$ cat src/pkg/crf_pkg.sv
// Constants, types and helpers for the charge rationing and fault control block
package crf_pkg;
  localparam int CLK_NS = 5;
  // Auto-recovery wait before retesting faults
  localparam int T_CYCLE_NS = 1000;
  localparam int T_CYCLE_CYC = (T_CYCLE_NS / CLK_NS < 1) ? 1 : T_CYCLE_NS / CLK_NS;
  localparam int CYC_W = 16;
  localparam int CW = 16;

  localparam logic [7:0] A_CTRL = 8'h00;
  localparam logic [7:0] A_CMD = 8'h04;
  localparam logic [7:0] A_STAT = 8'h08;
  localparam logic [7:0] A_THR1 = 8'h0C;
  localparam logic [7:0] A_THR2 = 8'h10;
  localparam logic [7:0] A_CHG = 8'h14;

  localparam int CTRL_EN_LSB = 0;
  localparam int CTRL_ACT_LSB = 2;
  localparam int CTRL_LATCH = 6;
  localparam int CMD_RST_LSB = 0;
  localparam int CMD_ECLR_LSB = 2;

  localparam logic [CW-1:0] THR_RST = 16'hFFFF;

  typedef enum logic [1:0] {
    ACT_REPORT = 2'h0,
    ACT_REPDIS = 2'h1,
    ACT_DISSLEEP = 2'h2,
    ACT_IGNORE = 2'h3
  } crf_act_t;

  localparam crf_act_t ACT_RST = ACT_REPDIS;

  // Gray along sleep -> active -> error; reached_flag_a sleep beside sleep
  typedef enum logic [1:0] {
    ST_SLEEP = 2'h0,
    ST_ACTIVE = 2'h1,
    ST_ERROR = 2'h3,
    ST_RSLEEP = 2'h2
  } crf_pst_t;

  function automatic logic f_alerts(input crf_act_t a);
    return (a == ACT_REPORT) || (a == ACT_REPDIS);
  endfunction

  function automatic logic f_blocks(input crf_act_t a);
    return (a == ACT_REPDIS) || (a == ACT_DISSLEEP);
  endfunction
endpackage

$ cat src/pkg/crf_port_if.sv
// Per-port link between the control core, fault classifier and recovery sequencer
`timescale 1ns/100ps
interface crf_port_if;
  logic port_power_request;
  logic in_error;
  logic latch_sel;
  logic err_clear;
  logic retry;
  logic fault;
  logic overcurrent;
  logic supply_overvolt;
  logic bus_voltage_floor;
  logic back_voltage;
  logic discharge_err;
  logic thermal_high_limit;
  logic thermal_low_limit;
  logic constant_current_mode;

  modport rec (input port_power_request, input in_error, input latch_sel,
    input err_clear, output retry);
  modport cls (input port_power_request, input overcurrent, input supply_overvolt,
    input bus_voltage_floor, input back_voltage, input discharge_err,
    input thermal_high_limit, input thermal_low_limit, input constant_current_mode,
    output fault);
endinterface

$ cat src/hw/crf_fault_class.sv
// Fault classifier for one port
`timescale 1ns/100ps
module crf_fault_class
  import crf_pkg::*;
(
  input wire logic i_clock,
  input wire logic i_rst,
  crf_port_if.cls pif
);
  typedef struct packed {
    logic fault;
    logic prev_req;
    logic booted;
  } crf_cls_t;

  crf_cls_t st;
  crf_cls_t next_st;
  logic req_rise;
  logic powerup_req;

  always_comb
  begin
    next_st = st;
    req_rise = pif.port_power_request && !st.prev_req;
    powerup_req = !st.booted && pif.port_power_request;
    next_st.prev_req = pif.port_power_request;
    next_st.booted = 1'b1;
    // Other keep-out cases and low-limit heat on a plain closed or open switch are no fault
    next_st.fault = pif.overcurrent || pif.supply_overvolt || pif.bus_voltage_floor
      || pif.back_voltage || pif.discharge_err || pif.thermal_high_limit;
    if (pif.thermal_low_limit && (pif.constant_current_mode || req_rise || powerup_req))
    begin
      next_st.fault = 1'b1;
    end
  end

  always_ff @(posedge i_clock or posedge i_rst)
  begin
    if (i_rst)
    begin
      st <= '0;
    end
    else
    begin
      st <= next_st;
    end
  end

  assign pif.fault = st.fault;
endmodule

$ cat src/hw/crf_recover.sv
// Error recovery sequencer for one port: timed or host-requested retest
`timescale 1ns/100ps
module crf_recover
  import crf_pkg::*;
(
  input wire logic i_clock,
  input wire logic i_rst,
  crf_port_if.rec pif
);
  typedef struct packed {
    logic [CYC_W-1:0] cnt;
    logic retry;
    logic prev_req;
  } crf_rec_t;

  crf_rec_t st;
  crf_rec_t next_st;

  always_comb
  begin
    next_st = st;
    next_st.retry = 1'b0;
    next_st.prev_req = pif.port_power_request;
    if (!pif.in_error)
    begin
      next_st.cnt = '0;
    end
    else if (pif.latch_sel)
    begin
      // One retest per enable fall or error clear
      next_st.cnt = '0;
      next_st.retry = (st.prev_req && !pif.port_power_request) || pif.err_clear;
    end
    else if (st.cnt == CYC_W'(T_CYCLE_CYC - 1))
    begin
      next_st.cnt = '0;
      next_st.retry = 1'b1;
    end
    else
    begin
      next_st.cnt = st.cnt + CYC_W'(1);
    end
  end

  always_ff @(posedge i_clock or posedge i_rst)
  begin
    if (i_rst)
    begin
      st <= '0;
    end
    else
    begin
      st <= next_st;
    end
  end

  assign pif.retry = st.retry;
endmodule

$ cat src/hw/crf_top.sv
// Charge rationing and fault control for two switch ports, with APB registers
`timescale 1ns/100ps
module crf_top
  import crf_pkg::*;
(
  input wire logic I_CLOCK,
  input wire logic I_RST,
  input wire logic I_PSEL,
  input wire logic I_PENABLE,
  input wire logic I_PWRITE,
  input wire logic [7:0] I_PADDR,
  input wire logic [31:0] I_PWDATA,
  input wire logic [1:0] I_PORT_POWER_REQUEST,
  input wire logic [1:0] I_CHARGE_TICK,
  input wire logic [1:0] I_OVERCURRENT,
  input wire logic [1:0] I_BUS_VOLTAGE_FLOOR,
  input wire logic [1:0] I_BACK_VOLTAGE,
  input wire logic [1:0] I_DISCHARGE_ERR,
  input wire logic [1:0] I_CONSTANT_CURRENT_MODE,
  input wire logic I_SUPPLY_OVERVOLT,
  input wire logic I_THERMAL_HIGH_LIMIT,
  input wire logic I_THERMAL_LOW_LIMIT,
  output logic O_PREADY,
  output logic [31:0] O_PRDATA,
  output logic O_PSLVERR,
  output logic [1:0] O_ALERT_N,
  output logic [1:0] O_SWITCH_CLOSE,
  output logic [1:0] O_MONITOR_EN,
  output logic [1:0] O_THRESH_EVENT,
  output logic [1:0] O_IN_ERROR
);
  typedef struct packed {
    logic [CW-1:0] charge;
    logic reached_flag_a;
    crf_pst_t pst;
  } crf_port_t;

  typedef struct packed {
    crf_port_t [1:0] p;
    logic [1:0] reached_flag_a_enable_ctl;
    crf_act_t [1:0] reached_flag_a_action_sel;
    logic latch_sel;
    logic [1:0][CW-1:0] thr;
    logic pready;
    logic pslverr;
    logic [31:0] prdata;
    logic [1:0] alert_n;
    logic [1:0] sw;
    logic [1:0] mon;
    logic [1:0] event_p;
    logic [1:0] in_err;
  } crf_top_t;

  crf_top_t st;
  crf_top_t next_st;

  logic acc;
  logic wr;
  logic [1:0] rst_now;
  logic [1:0] eclr_now;
  logic [1:0] fault_v;
  logic [1:0] retry_v;
  logic [1:0] hold;
  logic [1:0] blk;
  logic [1:0] ralert;
  logic [1:0] req;

  function automatic logic f_mapped(input logic [7:0] a);
    return (a == A_CTRL) || (a == A_CMD) || (a == A_STAT) || (a == A_THR1)
      || (a == A_THR2) || (a == A_CHG);
  endfunction

  crf_port_if pif[2] ();

  for (genvar g = 0; g < 2; g++)
  begin : g_link
    assign pif[g].port_power_request = I_PORT_POWER_REQUEST[g];
    assign pif[g].in_error = (st.p[g].pst == ST_ERROR);
    assign pif[g].latch_sel = st.latch_sel;
    assign pif[g].err_clear = eclr_now[g];
    assign pif[g].overcurrent = I_OVERCURRENT[g];
    assign pif[g].supply_overvolt = I_SUPPLY_OVERVOLT;
    assign pif[g].bus_voltage_floor = I_BUS_VOLTAGE_FLOOR[g];
    assign pif[g].back_voltage = I_BACK_VOLTAGE[g];
    assign pif[g].discharge_err = I_DISCHARGE_ERR[g];
    assign pif[g].thermal_high_limit = I_THERMAL_HIGH_LIMIT;
    assign pif[g].thermal_low_limit = I_THERMAL_LOW_LIMIT;
    assign pif[g].constant_current_mode = I_CONSTANT_CURRENT_MODE[g];
    assign fault_v[g] = pif[g].fault;
    assign retry_v[g] = pif[g].retry;

    crf_fault_class u_cls (
      .i_clock(I_CLOCK),
      .i_rst(I_RST),
      .pif(pif[g])
    );

    crf_recover u_rec (
      .i_clock(I_CLOCK),
      .i_rst(I_RST),
      .pif(pif[g])
    );
  end

  // Bus decode: read data prepared in first access cycle, writes land with pready
  assign acc = I_PSEL && I_PENABLE && !st.pready;
  assign wr = I_PSEL && I_PENABLE && st.pready && I_PWRITE;
  assign rst_now = (wr && I_PADDR == A_CMD) ? I_PWDATA[CMD_RST_LSB +: 2] : 2'h0;
  assign eclr_now = (wr && I_PADDR == A_CMD) ? I_PWDATA[CMD_ECLR_LSB +: 2] : 2'h0;
  assign req = I_PORT_POWER_REQUEST;

  always_comb
  begin
    next_st = st;
    hold = 2'h0;
    blk = 2'h0;
    ralert = 2'h0;
    next_st.pready = acc;
    next_st.pslverr = acc && !f_mapped(I_PADDR);
    next_st.prdata = 32'h0;
    if (acc && !I_PWRITE)
    begin
      case (I_PADDR)
        A_CTRL: next_st.prdata = {25'h0, st.latch_sel, st.reached_flag_a_action_sel,
          st.reached_flag_a_enable_ctl};
        A_STAT: next_st.prdata = {22'h0, ~st.alert_n, st.sw, st.p[1].pst, st.p[0].pst,
          st.p[1].reached_flag_a, st.p[0].reached_flag_a};
        A_THR1: next_st.prdata = {16'h0, st.thr[0]};
        A_THR2: next_st.prdata = {16'h0, st.thr[1]};
        A_CHG: next_st.prdata = {st.p[1].charge, st.p[0].charge};
        default: next_st.prdata = 32'h0;
      endcase
    end
    if (wr)
    begin
      case (I_PADDR)
        A_CTRL:
        begin
          // Only the control bits move; clearing a port's enable bit also zeroes its charge and flag
          next_st.reached_flag_a_enable_ctl = I_PWDATA[CTRL_EN_LSB +: 2];
          next_st.reached_flag_a_action_sel[0] = crf_act_t'(I_PWDATA[CTRL_ACT_LSB +: 2]);
          next_st.reached_flag_a_action_sel[1] = crf_act_t'(I_PWDATA[CTRL_ACT_LSB + 2 +: 2]);
          next_st.latch_sel = I_PWDATA[CTRL_LATCH];
        end
        A_THR1: next_st.thr[0] = I_PWDATA[CW-1:0];
        A_THR2: next_st.thr[1] = I_PWDATA[CW-1:0];
        default: next_st.thr = st.thr;
      endcase
    end
    for (int i = 0; i < 2; i++)
    begin
      next_st.event_p[i] = 1'b0;
      if (!next_st.reached_flag_a_enable_ctl[i] || rst_now[i])
      begin
        next_st.p[i].charge = '0;
        next_st.p[i].reached_flag_a = 1'b0;
      end
      else if (st.p[i].pst == ST_ACTIVE && I_CHARGE_TICK[i] && st.p[i].charge != '1)
      begin
        next_st.p[i].charge = st.p[i].charge + CW'(1);
      end
      // Crossing seen the cycle a reset lands still sets the flag
      if (next_st.reached_flag_a_enable_ctl[i] && st.p[i].pst == ST_ACTIVE
        && !st.p[i].reached_flag_a && st.p[i].charge >= next_st.thr[i])
      begin
        next_st.p[i].reached_flag_a = 1'b1;
        next_st.event_p[i] = 1'b1;
      end
      // Mode effects come from current selection, so later changes act at once
      ralert[i] = next_st.p[i].reached_flag_a && next_st.reached_flag_a_enable_ctl[i]
        && f_alerts(next_st.reached_flag_a_action_sel[i]);
      blk[i] = next_st.p[i].reached_flag_a && next_st.reached_flag_a_enable_ctl[i]
        && f_blocks(next_st.reached_flag_a_action_sel[i]);
      hold[i] = next_st.p[i].reached_flag_a && next_st.reached_flag_a_enable_ctl[i]
        && next_st.reached_flag_a_action_sel[i] == ACT_DISSLEEP;
      case (st.p[i].pst)
        ST_ACTIVE:
        begin
          if (fault_v[i])
          begin
            next_st.p[i].pst = ST_ERROR;
          end
          else if (hold[i])
          begin
            next_st.p[i].pst = ST_RSLEEP;
          end
          else if (!req[i])
          begin
            next_st.p[i].pst = ST_SLEEP;
          end
        end
        ST_SLEEP:
        begin
          if (hold[i])
          begin
            next_st.p[i].pst = ST_RSLEEP;
          end
          else if (req[i])
          begin
            next_st.p[i].pst = ST_ACTIVE;
          end
        end
        ST_RSLEEP:
        begin
          // Enables ignored until reset, disable or mode change
          if (!hold[i])
          begin
            next_st.p[i].pst = req[i] ? ST_ACTIVE : ST_SLEEP;
          end
        end
        ST_ERROR:
        begin
          if (retry_v[i] && !fault_v[i])
          begin
            next_st.p[i].pst = req[i] ? ST_ACTIVE : ST_SLEEP;
          end
        end
        default: next_st.p[i].pst = ST_SLEEP;
      endcase
      next_st.sw[i] = next_st.p[i].pst == ST_ACTIVE && !blk[i];
      next_st.alert_n[i] = !(ralert[i] || next_st.p[i].pst == ST_ERROR);
      next_st.mon[i] = next_st.p[i].pst != ST_RSLEEP;
      next_st.in_err[i] = next_st.p[i].pst == ST_ERROR;
    end
  end

  always_ff @(posedge I_CLOCK or posedge I_RST)
  begin
    if (I_RST)
    begin
      st <= '0;
      st.reached_flag_a_action_sel[0] <= ACT_RST;
      st.reached_flag_a_action_sel[1] <= ACT_RST;
      st.thr <= {THR_RST, THR_RST};
      st.alert_n <= 2'h3;
      st.mon <= 2'h3;
    end
    else
    begin
      st <= next_st;
    end
  end

  assign O_PREADY = st.pready;
  assign O_PRDATA = st.prdata;
  assign O_PSLVERR = st.pslverr;
  assign O_ALERT_N = st.alert_n;
  assign O_SWITCH_CLOSE = st.sw;
  assign O_MONITOR_EN = st.mon;
  assign O_THRESH_EVENT = st.event_p;
  assign O_IN_ERROR = st.in_err;

  for (genvar k = 0; k < 2; k++)
  begin : g_chk

  end
endmodule

$ cat config.mk
export PLATFORM = sky130hd
export DESIGN_NAME = crf_top
export DESIGN_NICKNAME = d
export VERILOG_FILES = /design/src/pkg/crf_pkg.sv /design/src/pkg/crf_port_if.sv /design/src/hw/crf_fault_class.sv /design/src/hw/crf_recover.sv /design/src/hw/crf_top.sv
export SDC_FILE = /design/constraint.sdc
export NUM_CORES = 1
export LEC_CHECK = 0
export BUFFER_PORTS_ARGS = -buffer_cell sky130_fd_sc_hd__buf_2
export CAP_MARGIN = 5
export CORE_ASPECT_RATIO = 2
export CORE_MARGIN = 1
export CORE_UTILIZATION = 58
export DETAILED_ROUTE_END_ITERATION = 6
export MAX_ROUTING_LAYER = met4
export PLACE_DENSITY = 0.8
export SLEW_MARGIN = 0
export SYNTH_ARGS = -nofsm -noshare
export SYNTH_HDL_FRONTEND = slang
export SYNTH_SLANG_ARGS = --single-unit
$ cat constraint.sdc
create_clock -name I_CLOCK -period 5.7 [get_ports I_CLOCK]
set_input_delay 0.57 -clock I_CLOCK [delete_from_list [all_inputs] [get_ports I_CLOCK]]
set_output_delay 0.57 -clock I_CLOCK [all_outputs]
set_load 0.01 [all_outputs]
==> results of run 1 <==
[power by group through the flow]
| stage | sequential, mW | combinational (mW) | clock [mW] |
|---|---|---|---|
| final | 1.25 | 0.177 | 1.15 |
| after global routing | 1.26 | 0.203 | 1.21 |
| after CTS | 1.25 | 0.180 | 1.16 |
| after detailed placement | 1.27 | 0.178 | 0 |
| after global placement | 1.26 | 0.173 | 0 |
| after floorplan | 1.25 | 0.127 | 0 |
[placed cells by master (no fill, tap or decap), types with 20 or more instances in the layout]
master   netlist  layout
dfrtp_1      122     122
nor2_1       113     113
buf_2          2      89
inv_1         48      47
xor2_1        42      42
ha_1          40      40
dfstp_2       38      38
nand3_1       36      36
nand2_1       33      33
mux2i_1       32      32
and2_1        23      23
nand4_1       20      20
[worst max-delay path, cell delays in order]
cell     delay (ns)
buf_2          0.09
or3_1          0.53
nor4_1         0.36
nand2_1        0.24
nor3_2         0.20
buf_4          0.31
mux2_2         0.38
inv_1          0.06
ha_1           0.24
a21o_1         0.18
a21o_1         0.16
a221o_1        0.31
a211o_1        0.29
a21oi_1        0.32
nand2_1        0.13
a21oi_1        0.14
[per-stage QoR]
step	hold WS, ns	area, sq um	worst slack, ns
after floorplan	0.433	8270	0.873
after global placement	0.448	8610	1.15
after detailed placement	0.455	8610	1.11
after CTS	0.289	9220	1.53
after global routing	0.296	9220	1.20
final	0.300	9220	1.55
[logic make-up (layout without fill, tap and decap cells)]
family | count (synthesis) | after routing
and+or+nand+nor | 285 | 285
DFF | 160 | 160
buffers and inverters | 114 | 177
AOI/OAI and AO/OA | 95 | 95
xor gates and xnor gates | 57 | 57
muxes | 45 | 45
adders and majority gates | 40 | 40
other | 1 | 1
[registers in the layout (all words and copies together) (netlist names)]
name / cells
O_MONITOR_EN: 2
g_link.u_rec.pif.retry: 2
O_PREADY: 1
O_PRDATA: 32
g_link.u_cls.pif.fault: 2
O_ALERT_N: 2
O_SWITCH_CLOSE: 2
O_PSLVERR: 1
g_link.u_rec.st: 34
O_THRESH_EVENT: 2
pif.latch_sel: 1
st: 76
g_link.u_cls.st: 1
O_IN_ERROR: 2
[final cells by class]
class                   instances  area share
inverters                      48      0.0201
flip-flops and latches        160       0.439
multi-input cells             523       0.394
clock inverters                14      0.0182
repair buffers                 97      0.0548
well taps                     189      0.0257
clock buffers                  18      0.0476
[how the worst min path moves through the flow]
stage / start / to / slack [ns] / cells past startpoint
final: I_PORT_POWER_REQUEST[0] / g_link[0].u_rec.st[0] / 0.30 / 1
after global routing: I_PORT_POWER_REQUEST[0] / g_link[0].u_rec.st[0] / 0.30 / 1
after CTS: I_PORT_POWER_REQUEST[0] / g_link[0].u_rec.st[0] / 0.29 / 1
after detailed placement: g_link[1].u_rec.st[2] / g_link[1].u_rec.st[2] / 0.46 / 1
after global placement: g_link[1].u_rec.st[2] / g_link[1].u_rec.st[2] / 0.45 / 1
after floorplan: g_link[0].u_rec.st[2] / g_link[0].u_rec.st[2] / 0.43 / 1
[cells in the mapped netlist (7+ instances only)]
cell type and count:
a21o_1 7, a21oi_1 17, a221oi_1 16, a31oi_1 11, and2_1 23, and3_1 9
and4_1 7, buf_4 42, clkbuf_1 20, dfrtp_1 122, dfstp_2 38, ha_1 40
inv_1 48, mux2_2 12, mux2i_1 32, nand2_1 33, nand3_1 36, nand4_1 20
nor2_1 113, nor3_1 11, nor4_1 9, xnor2_1 15, xor2_1 42
[routing by layer]
| layer | wire, microns | part of all wire |
|---|---|---|
| met4 | 905 | 0.050 |
| met1 | 6650 | 0.37 |
| met5 | 0 | 0 |
| met2 | 10000 | 0.55 |
| met3 | 576 | 0.032 |
==> metrics, run 1 <==
Post-Synth Adder-Cell Area=0.0605; ranking of synthesized cells by area=dfrtp_1 37%, dfstp_2 12%, ha_1 6.1%; H-Tree Depth=4; unrepaired setup endpoints after global routing=false; TritonCTS clock tree=done; core area=0.0139 sq mm; Clk network pwr share=0.447; placed wire-length estimate=13000 microns; crit path kind=input port to flop; Ant. Diodes=0; Nets=roughly 950; post-synthesis compound-gate area fraction=0.0867; root buffer cell=clkbuf_16; Sink Count=160; Worst Skew=around 0.011 ns; Synth Area in Simple Gates=0.173; cts hold-fix bufs=0; Comb pwr share=0.069; critical path capture point type=flop; Residual DRC=0; CP arrival=4.52 ns; Initial Util=0.595; largest net degree at the start of global routing=around 100; ANT nets after route=0; # IOs=around 110; Cell Int Power=1.90 mW; Net Count, Synth=899; ys async rst share=1.00; xor and xnor area share after synthesis=0.0604; Worst slew margin=0.299; sequential area share after synthesis=0.490; M2 GR Usage=0.483; crit-path max FO=15; Syn Area/Cell=a little over 10 sq um; clk_lat worst skew=0.44 ns; fin crit period=between 4 and 5 ns; leak pwr=4.47 nW; Switching Power=approximately 0.68 mW; first-pass detailed-route iteration total=5; switch share=0.262; Total Wirelength=around 18000 microns; Critical Path Source Type=input port; Cells after DPL=1017; worst min-delay path class=input port to flop; final setup vio count=0; GRT busiest layer=met2; worst reg-to-reg setup slack=around 1.9 ns; fraction of synthesized area in multiplexers=0.0569; gpl congestion=0.900; Die Width=~86 microns; first-pass GRT wire length=29000 microns; Reg-to-Reg End=O_SWITCH_CLOSE[1]; cells after synthesis=around 800; Vias=roughly 6000; grt met3 use=0.0487; grt ovf=0; Tot GR Track Use=0.269; register area=between 0.004 and 0.005 sq mm; total CTS buffers=17; RR Startpoint=O_PREADY; R2R cell count=13; Netlist cell types=61; CP endpoint=O_SWITCH_CLOSE[0]; Main synth FF type=dfrtp_1; Max clock buf depth=2; area leader, netlist=dfrtp_1; Power per Cell Area=approximately 280 mW/mm^2; worst endpoint required time=between 6 and 7 ns; status=finished, final reports clean; Area Overhead vs Synth=11.5%; Post-Syn Area=slightly above 0.008 sq mm; post-cts resize count=0; num rows=61; Sum Neg Setup Slack=0 ns; clock slew at reported path FFs=~0.070 ns; global routing usage on met1=0.264; Peak Freq=241 MHz; post-synthesis register bit count=160; largest family of logic cells by synthesized area=simple AND/OR/NAND/NOR gates; peak supply drop=0.000260 V; Seq pwr share=0.484; fillers=1130; Iteration-0 DRC Markers=roughly 430; Die Y=around 170 microns; Post-Layout Cell Count=about 1000; initial antenna violation count=0; Die ar.=between 0.01 and 0.015 sq mm; input/output buffers=between 80 and 90; CP Launch Point=I_PADDR[5]; Final Power=roughly 2.6 mW; Post-synth EDFFs=0; final period utilization=0.728; Synth Warn #=0; area of the multi-input gates=between 0.003 and 0.004 sq mm; Util after Layout=0.664; per-cell routed wire length=roughly 17 microns; post-synth top area share=0.369; Vias/cell=around 5.7; Worst-Margin Slew=about 1.0 ns; Slew Viols, Final=0; share of post-route cells with drive strength above 1=0.224; vias in the first global route=between 5000 and 6000; final hold violations=0; Post-CTS Repair Setup Buffers=0; max cap viols=0
Note: power is estimated with default switching activity, not from simulation.
==> run 2: changes to the inputs <==
clock period = 4.16 ns   (was 5.7 ns; I/O delays follow)
==> run 2 against run 1 <==
Cell area is 1.5% higher. Core utilization rose by 0.98 points. Global-route usage is 0.85 points higher. Critical path type unchanged. Count of clock-buffer cells in the layout down 1.
==> metrics, run 2 (synthesized netlist as in run 1, its figures left out) <==
crit path kind=input port to flop; Sum Neg Setup Slack=0 ns; share of post-route cells with drive strength above 1=0.234; first-pass detailed-route iteration total=5; gpl congestion=between 0.9 and 1; largest net degree at the start of global routing=120; Comb pwr share=0.068; leak pwr=4.55 nW; Switching Power=around 0.90 mW; final hold violations=0; max cap viols=0; Worst slew margin=0.424; core area=approximately 0.014 sq mm; per-cell routed wire length=17.4 microns; worst min-delay path class=input port to async pin; Critical Path Source Type=input port; Vias/cell=~5.7; worst endpoint required time=about 4.5 ns; fillers=approximately 1100; initial antenna violation count=2; Hold Slack=approximately 0.15 ns; Nets=960; Largest register FFs=between 70 and 80; final period utilization=0.877; placed wire-length estimate=roughly 13000 microns; grt ovf=0; commonest non-fill, non-tap cell in the layout=dfrtp_1; Tot GR Track Use=0.277; final setup vio count=0; Post-CTS Repair Setup Buffers=0; Slew Viols, Final=0; Initial Util=0.595; Seq pwr share=0.467; post-cts resize count=0; Clk network pwr share=0.465; Final Worst Setup Slack=0.512 ns; Die Width=about 86 microns; first-pass GRT wire length=30100 microns; input/output buffers=89; status=finished, final reports clean; Die ar.=0.0148 sq mm; Area Overhead vs Synth=13.1%; # IOs=approximately 110; Cell Int Power=2.76 mW; total CTS buffers=17; Die Y=between 150 and 200 microns; vias in the first global route=around 6300; peak supply drop=~0.00038 V; Sink Count=160; Vias=roughly 6000; H-Tree Depth=4; ANT nets after route=0; Peak Freq=~270 MHz; cts hold-fix bufs=0; setup slack at placement=roughly 0.12 ns; Iteration-0 DRC Markers=between 300 and 400; critical path capture point type=flop; TritonCTS clock tree=done; CP arrival=roughly 4 ns; unrepaired setup endpoints after global routing=false; crit-path max FO=11; most frequent cells in the layout=122 x dfrtp_1, 113 x nor2_1, 89 x buf_2; Power per Cell Area=391 mW/mm^2; switch share=0.246; Worst-Margin Slew=roughly 0.86 ns; num rows=around 60; fin crit period=between 3 and 4 ns; Max clock buf depth=2; root buffer cell=clkbuf_16; clock slew at reported path FFs=approximately 0.06 ns; Residual DRC=0; Total Wirelength=between 15000 and 20000 microns; clk_lat worst skew=0.43 ns; Top reg by flops=st; Worst Skew=0.00796 ns
[run 2: cell types whose count changed in the layout (fill, tap and decap cells not counted), moves of 2 or more]
cell | previous run | this run
bufinv_16 | 1 | 4
clkinv_8 | 2 | 0
buf_4 | 8 | 18
diode_2 | 0 | 2
[run 2: through the flow]
| step | instance area [sq um] | utilization | cells | power, mW |
|---|---|---|---|---|
| after global routing | 9360 | 0.673 | 1062 | 3.79 |
| after CTS | 9350 | 0.673 | 1060 | 3.68 |
| final | 9360 | 0.673 | 1062 | 3.66 |
| after global placement | 8710 | 0.627 | 1028 | 1.97 |
| after detailed placement | 8710 | 0.627 | 1028 | 1.98 |
| after floorplan | 8280 | - | 797 | 1.89 |
[run 2: layer usage]
layer	vias up	part of all wire	track usage
li1	2838	-	-
met1	2938	0.35	0.270
met2	228	0.54	0.486
met3	62	0.049	0.0642
met4	0	0.054	0.178
met5	-	0	-
[run 2: worst max-delay path, stage by stage]
cell,delay [ns]
buf_2,0.09
or3_1,0.39
nor4_1,0.26
nand2_1,0.16
nor3_2,0.16
buf_4,0.27
mux2i_1,0.32
ha_1,0.29
a2111oi_0,0.47
o31ai_1,0.18
a211o_1,0.38
a21oi_1,0.33
nand2_1,0.15
a21oi_1,0.14
[run 2: power groups by stage]
stage          clock, mW  sequential (mW)  combinational (mW)
2_1_floorplan          0             1.72               0.174
3_3_place_gp           0             1.73               0.241
3_5_place_dp           0             1.74               0.249
4_1_cts             1.72             1.71               0.251
5_1_grt             1.79             1.72               0.284
6_report            1.70             1.71               0.248
[run 2: worst paths after layout]
check | start | to | slack (ns) | cells after the start
max | I_PADDR[5] | O_SWITCH_CLOSE[0] | 0.51 | 14
min | I_RST | O_PRDATA[1] | 0.15 | 2
max reg2reg | O_PREADY | O_SWITCH_CLOSE[0] | 0.58 | 11
min reg2reg | g_link[1].u_rec.st[2] | g_link[1].u_rec.st[2] | 0.46 | 1
max in group asynchronous | I_RST | O_PRDATA[11] | 2.94 | 3
min in group I_CLOCK | I_PORT_POWER_REQUEST[0] | g_link[0].u_rec.st[0] | 0.16 | 1
[run 2: final cells by class]
type                    instances  area, sq um  share of cell area
diodes                          2         5.00            0.000535
clock buffers                  17          425              0.0455
clock inverters                15          219              0.0234
inverters                      48          184              0.0197
multi-input cells             523         3630               0.388
flip-flops and latches        160         4050               0.433
well taps                     189          236              0.0253
repair buffers                108          601              0.0642
==> run 3: changes to the inputs <==
CORE_UTILIZATION = 53   (was 58)
PLACE_DENSITY = 0.77   (was 0.8)
clock period = 2.9 ns   (was 4.16 ns; I/O delays follow)
==> run 3 against run 2 <==
The flow now finishes with violations (setup timing). Die area rose by 9.3%. Critical path depth rose by 2. Count of clock-buffer cells in the layout did not move. Critical endpoint unchanged. Largest cell class unchanged. Largest power group unchanged.
==> metrics, run 3 (synthesized netlist as in run 1, its figures left out) <==
Area Overhead vs Synth=19.6%; final hold violations=0; Comb pwr share=0.075; Residual DRC=0; final setup vio count=10; Vias/cell=a little under 6; clk_lat worst skew=0.45 ns; Sum Neg Setup Slack=-0.713 ns; input/output buffers=slightly below 90; crit-path max FO=5; critical path capture point type=flop; Clk network pwr share=0.437; Die Y=approximately 180 microns; worst min-delay path class=input port to flop; largest net degree at the start of global routing=about 160; Cell Int Power=roughly 3.6 mW; crit path kind=input port to flop; gpl congestion=0.891; initial antenna violation count=0; num rows=64; CP max-delay cell=or3_4; Design Area, Final=0.00990 sq mm; Ant. Diodes=0; H-Tree Depth=4; CP arrival=3.43 ns; Peak Freq=roughly 330 MHz; share of post-route cells with drive strength above 1=0.304; clock slew at reported path FFs=about 0.070 ns; cts hold-fix bufs=0; Worst Skew=0.0125 ns; max cap viols=0; Power per Cell Area=about 510 mW/mm^2; Top reg by flops=st; first-pass detailed-route iteration total=5; Worst-Margin Slew=0.850 ns; Die ar.=0.0161 sq mm; setup slack at placement=-0.788 ns; grt ovf=0; Iteration-0 DRC Markers=approximately 360; Total Wirelength=20700 microns; Max clock buf depth=2; vias in the first global route=6473; per-cell routed wire length=18.9 microns; first-pass GRT wire length=around 33000 microns; Seq pwr share=0.488; core area=0.0153 sq mm; failing checks=setup timing; Tot GR Track Use=0.276; Largest register FFs=76; switch share=0.275; leak pwr=about 4.7 nW; placed wire-length estimate=14500 microns; fin crit period=slightly above 3 ns; TritonCTS clock tree=done; total CTS buffers=17; Initial Util=0.541; unrepaired setup endpoints after global routing=true; peak supply drop=a little under 0.0005 V; commonest non-fill, non-tap cell in the layout=dfrtp_1; Slew Viols, Final=0; Die Width=~90 microns; final period utilization=1.05; # IOs=between 100 and 150; critical-path cell list=buf_6 -> or3_4 -> nor4_4 -> nand2_2 -> nor3_4 -> buf_12 -> mux2_4 -> inv_4 -> ha_4 -> a21o_1 -> a21o_1 -> a221o_1 -> a211o_1 -> a21oi_4 -> nand2_2 -> a21oi_1; Switching Power=between 1 and 1.5 mW; CP peak stage delay=0.41 ns; root buffer cell=clkbuf_16; Nets=989; ANT nets after route=0; Area after DPL=between 0.008 and 0.009 sq mm; Sink Count=160; Vias=between 6000 and 7000; worst endpoint required time=roughly 3.3 ns; status=complete, but fails checks; Final Worst Setup Slack=-0.148 ns; Worst slew margin=0.430; Critical Path Source Type=input port; most frequent cells in the layout=122 x dfrtp_1, 112 x nor2_1, 88 x buf_2
==> run 3: final timing paths <==
check / startpoint / endpoint / slack, ns / depth (start not counted)
worst max-delay path: I_PADDR[5] / O_SWITCH_CLOSE[0] / -0.15 / 16
worst max register to register: O_PREADY / O_SWITCH_CLOSE[0] / -0.14 / 14
max in group asynchronous: I_RST / g_link[1].u_rec.st[4] / 2.18 / 3
worst min-delay path: I_PORT_POWER_REQUEST[1] / g_link[1].u_rec.st[0] / 0.02 / 1
worst min register to register: g_link[1].u_rec.st[2] / g_link[1].u_rec.st[2] / 0.46 / 1
min in group asynchronous: I_RST / O_PRDATA[13] / 0.11 / 3
==> run 3: through the flow <==
| step | std cells | hold WS, ns | util | power (mW) |
|---|---|---|---|---|
| 3_3_place_gp | 1059 | 0.452 | 0.588 | 2.84 |
| 5_1_grt | 1098 | 0.0232 | 0.647 | 5.21 |
| 4_1_cts | 1095 | 0.00980 | 0.636 | 5.05 |
| 3_5_place_dp | 1059 | 0.460 | 0.588 | 2.85 |
| 2_1_floorplan | 797 | 0.321 | - | 2.72 |
| 6_report | 1098 | 0.0218 | 0.647 | 5.02 |
==> run 3: timing repair <==
item,in CTS,in global routing
resized for setup,26,25
pin swaps,13,14
endpoints found under the setup margin,13,12
gates cloned,0,1
buffers inserted,5,2
==> run 3: critical path, delay by kind of cell <==
family	cells	cell delay, ns
buffers and inverters	3	0.30
muxes	1	0.32
and+or+nand+nor	5	1.03
AOI/OAI and AO/OA	6	1.29
adders and majority gates	1	0.19
==> run 3: area by class of cell <==
cell class / instances / area (sq um)
clock buffers: 17 / 425
clock inverters: 15 / 140
fillers: 1165 / 5400
inverters: 48 / 186
multi-input cells: 523 / 3960
flip-flops and latches: 160 / 4050
well taps: 198 / 248
repair buffers: 137 / 890
==> run 3: per-layer routing <==
layer,share of wire,global-route usage,vias up
met2,0.56,0.497,219
li1,-,-,2902
met1,0.35,0.267,3166
met4,0.059,0.193,0
met5,0,-,-
met3,0.035,0.0458,82
==> run 3: power groups by stage <==
stage / Combinational [mW] / Sequential (mW) / Clock, mW
CTS: 0.372 / 2.45 / 2.23
detailed placement: 0.365 / 2.49 / 0
global placement: 0.356 / 2.49 / 0
floorplan: 0.254 / 2.46 / 0
finish: 0.374 / 2.45 / 2.19
global route: 0.427 / 2.47 / 2.31
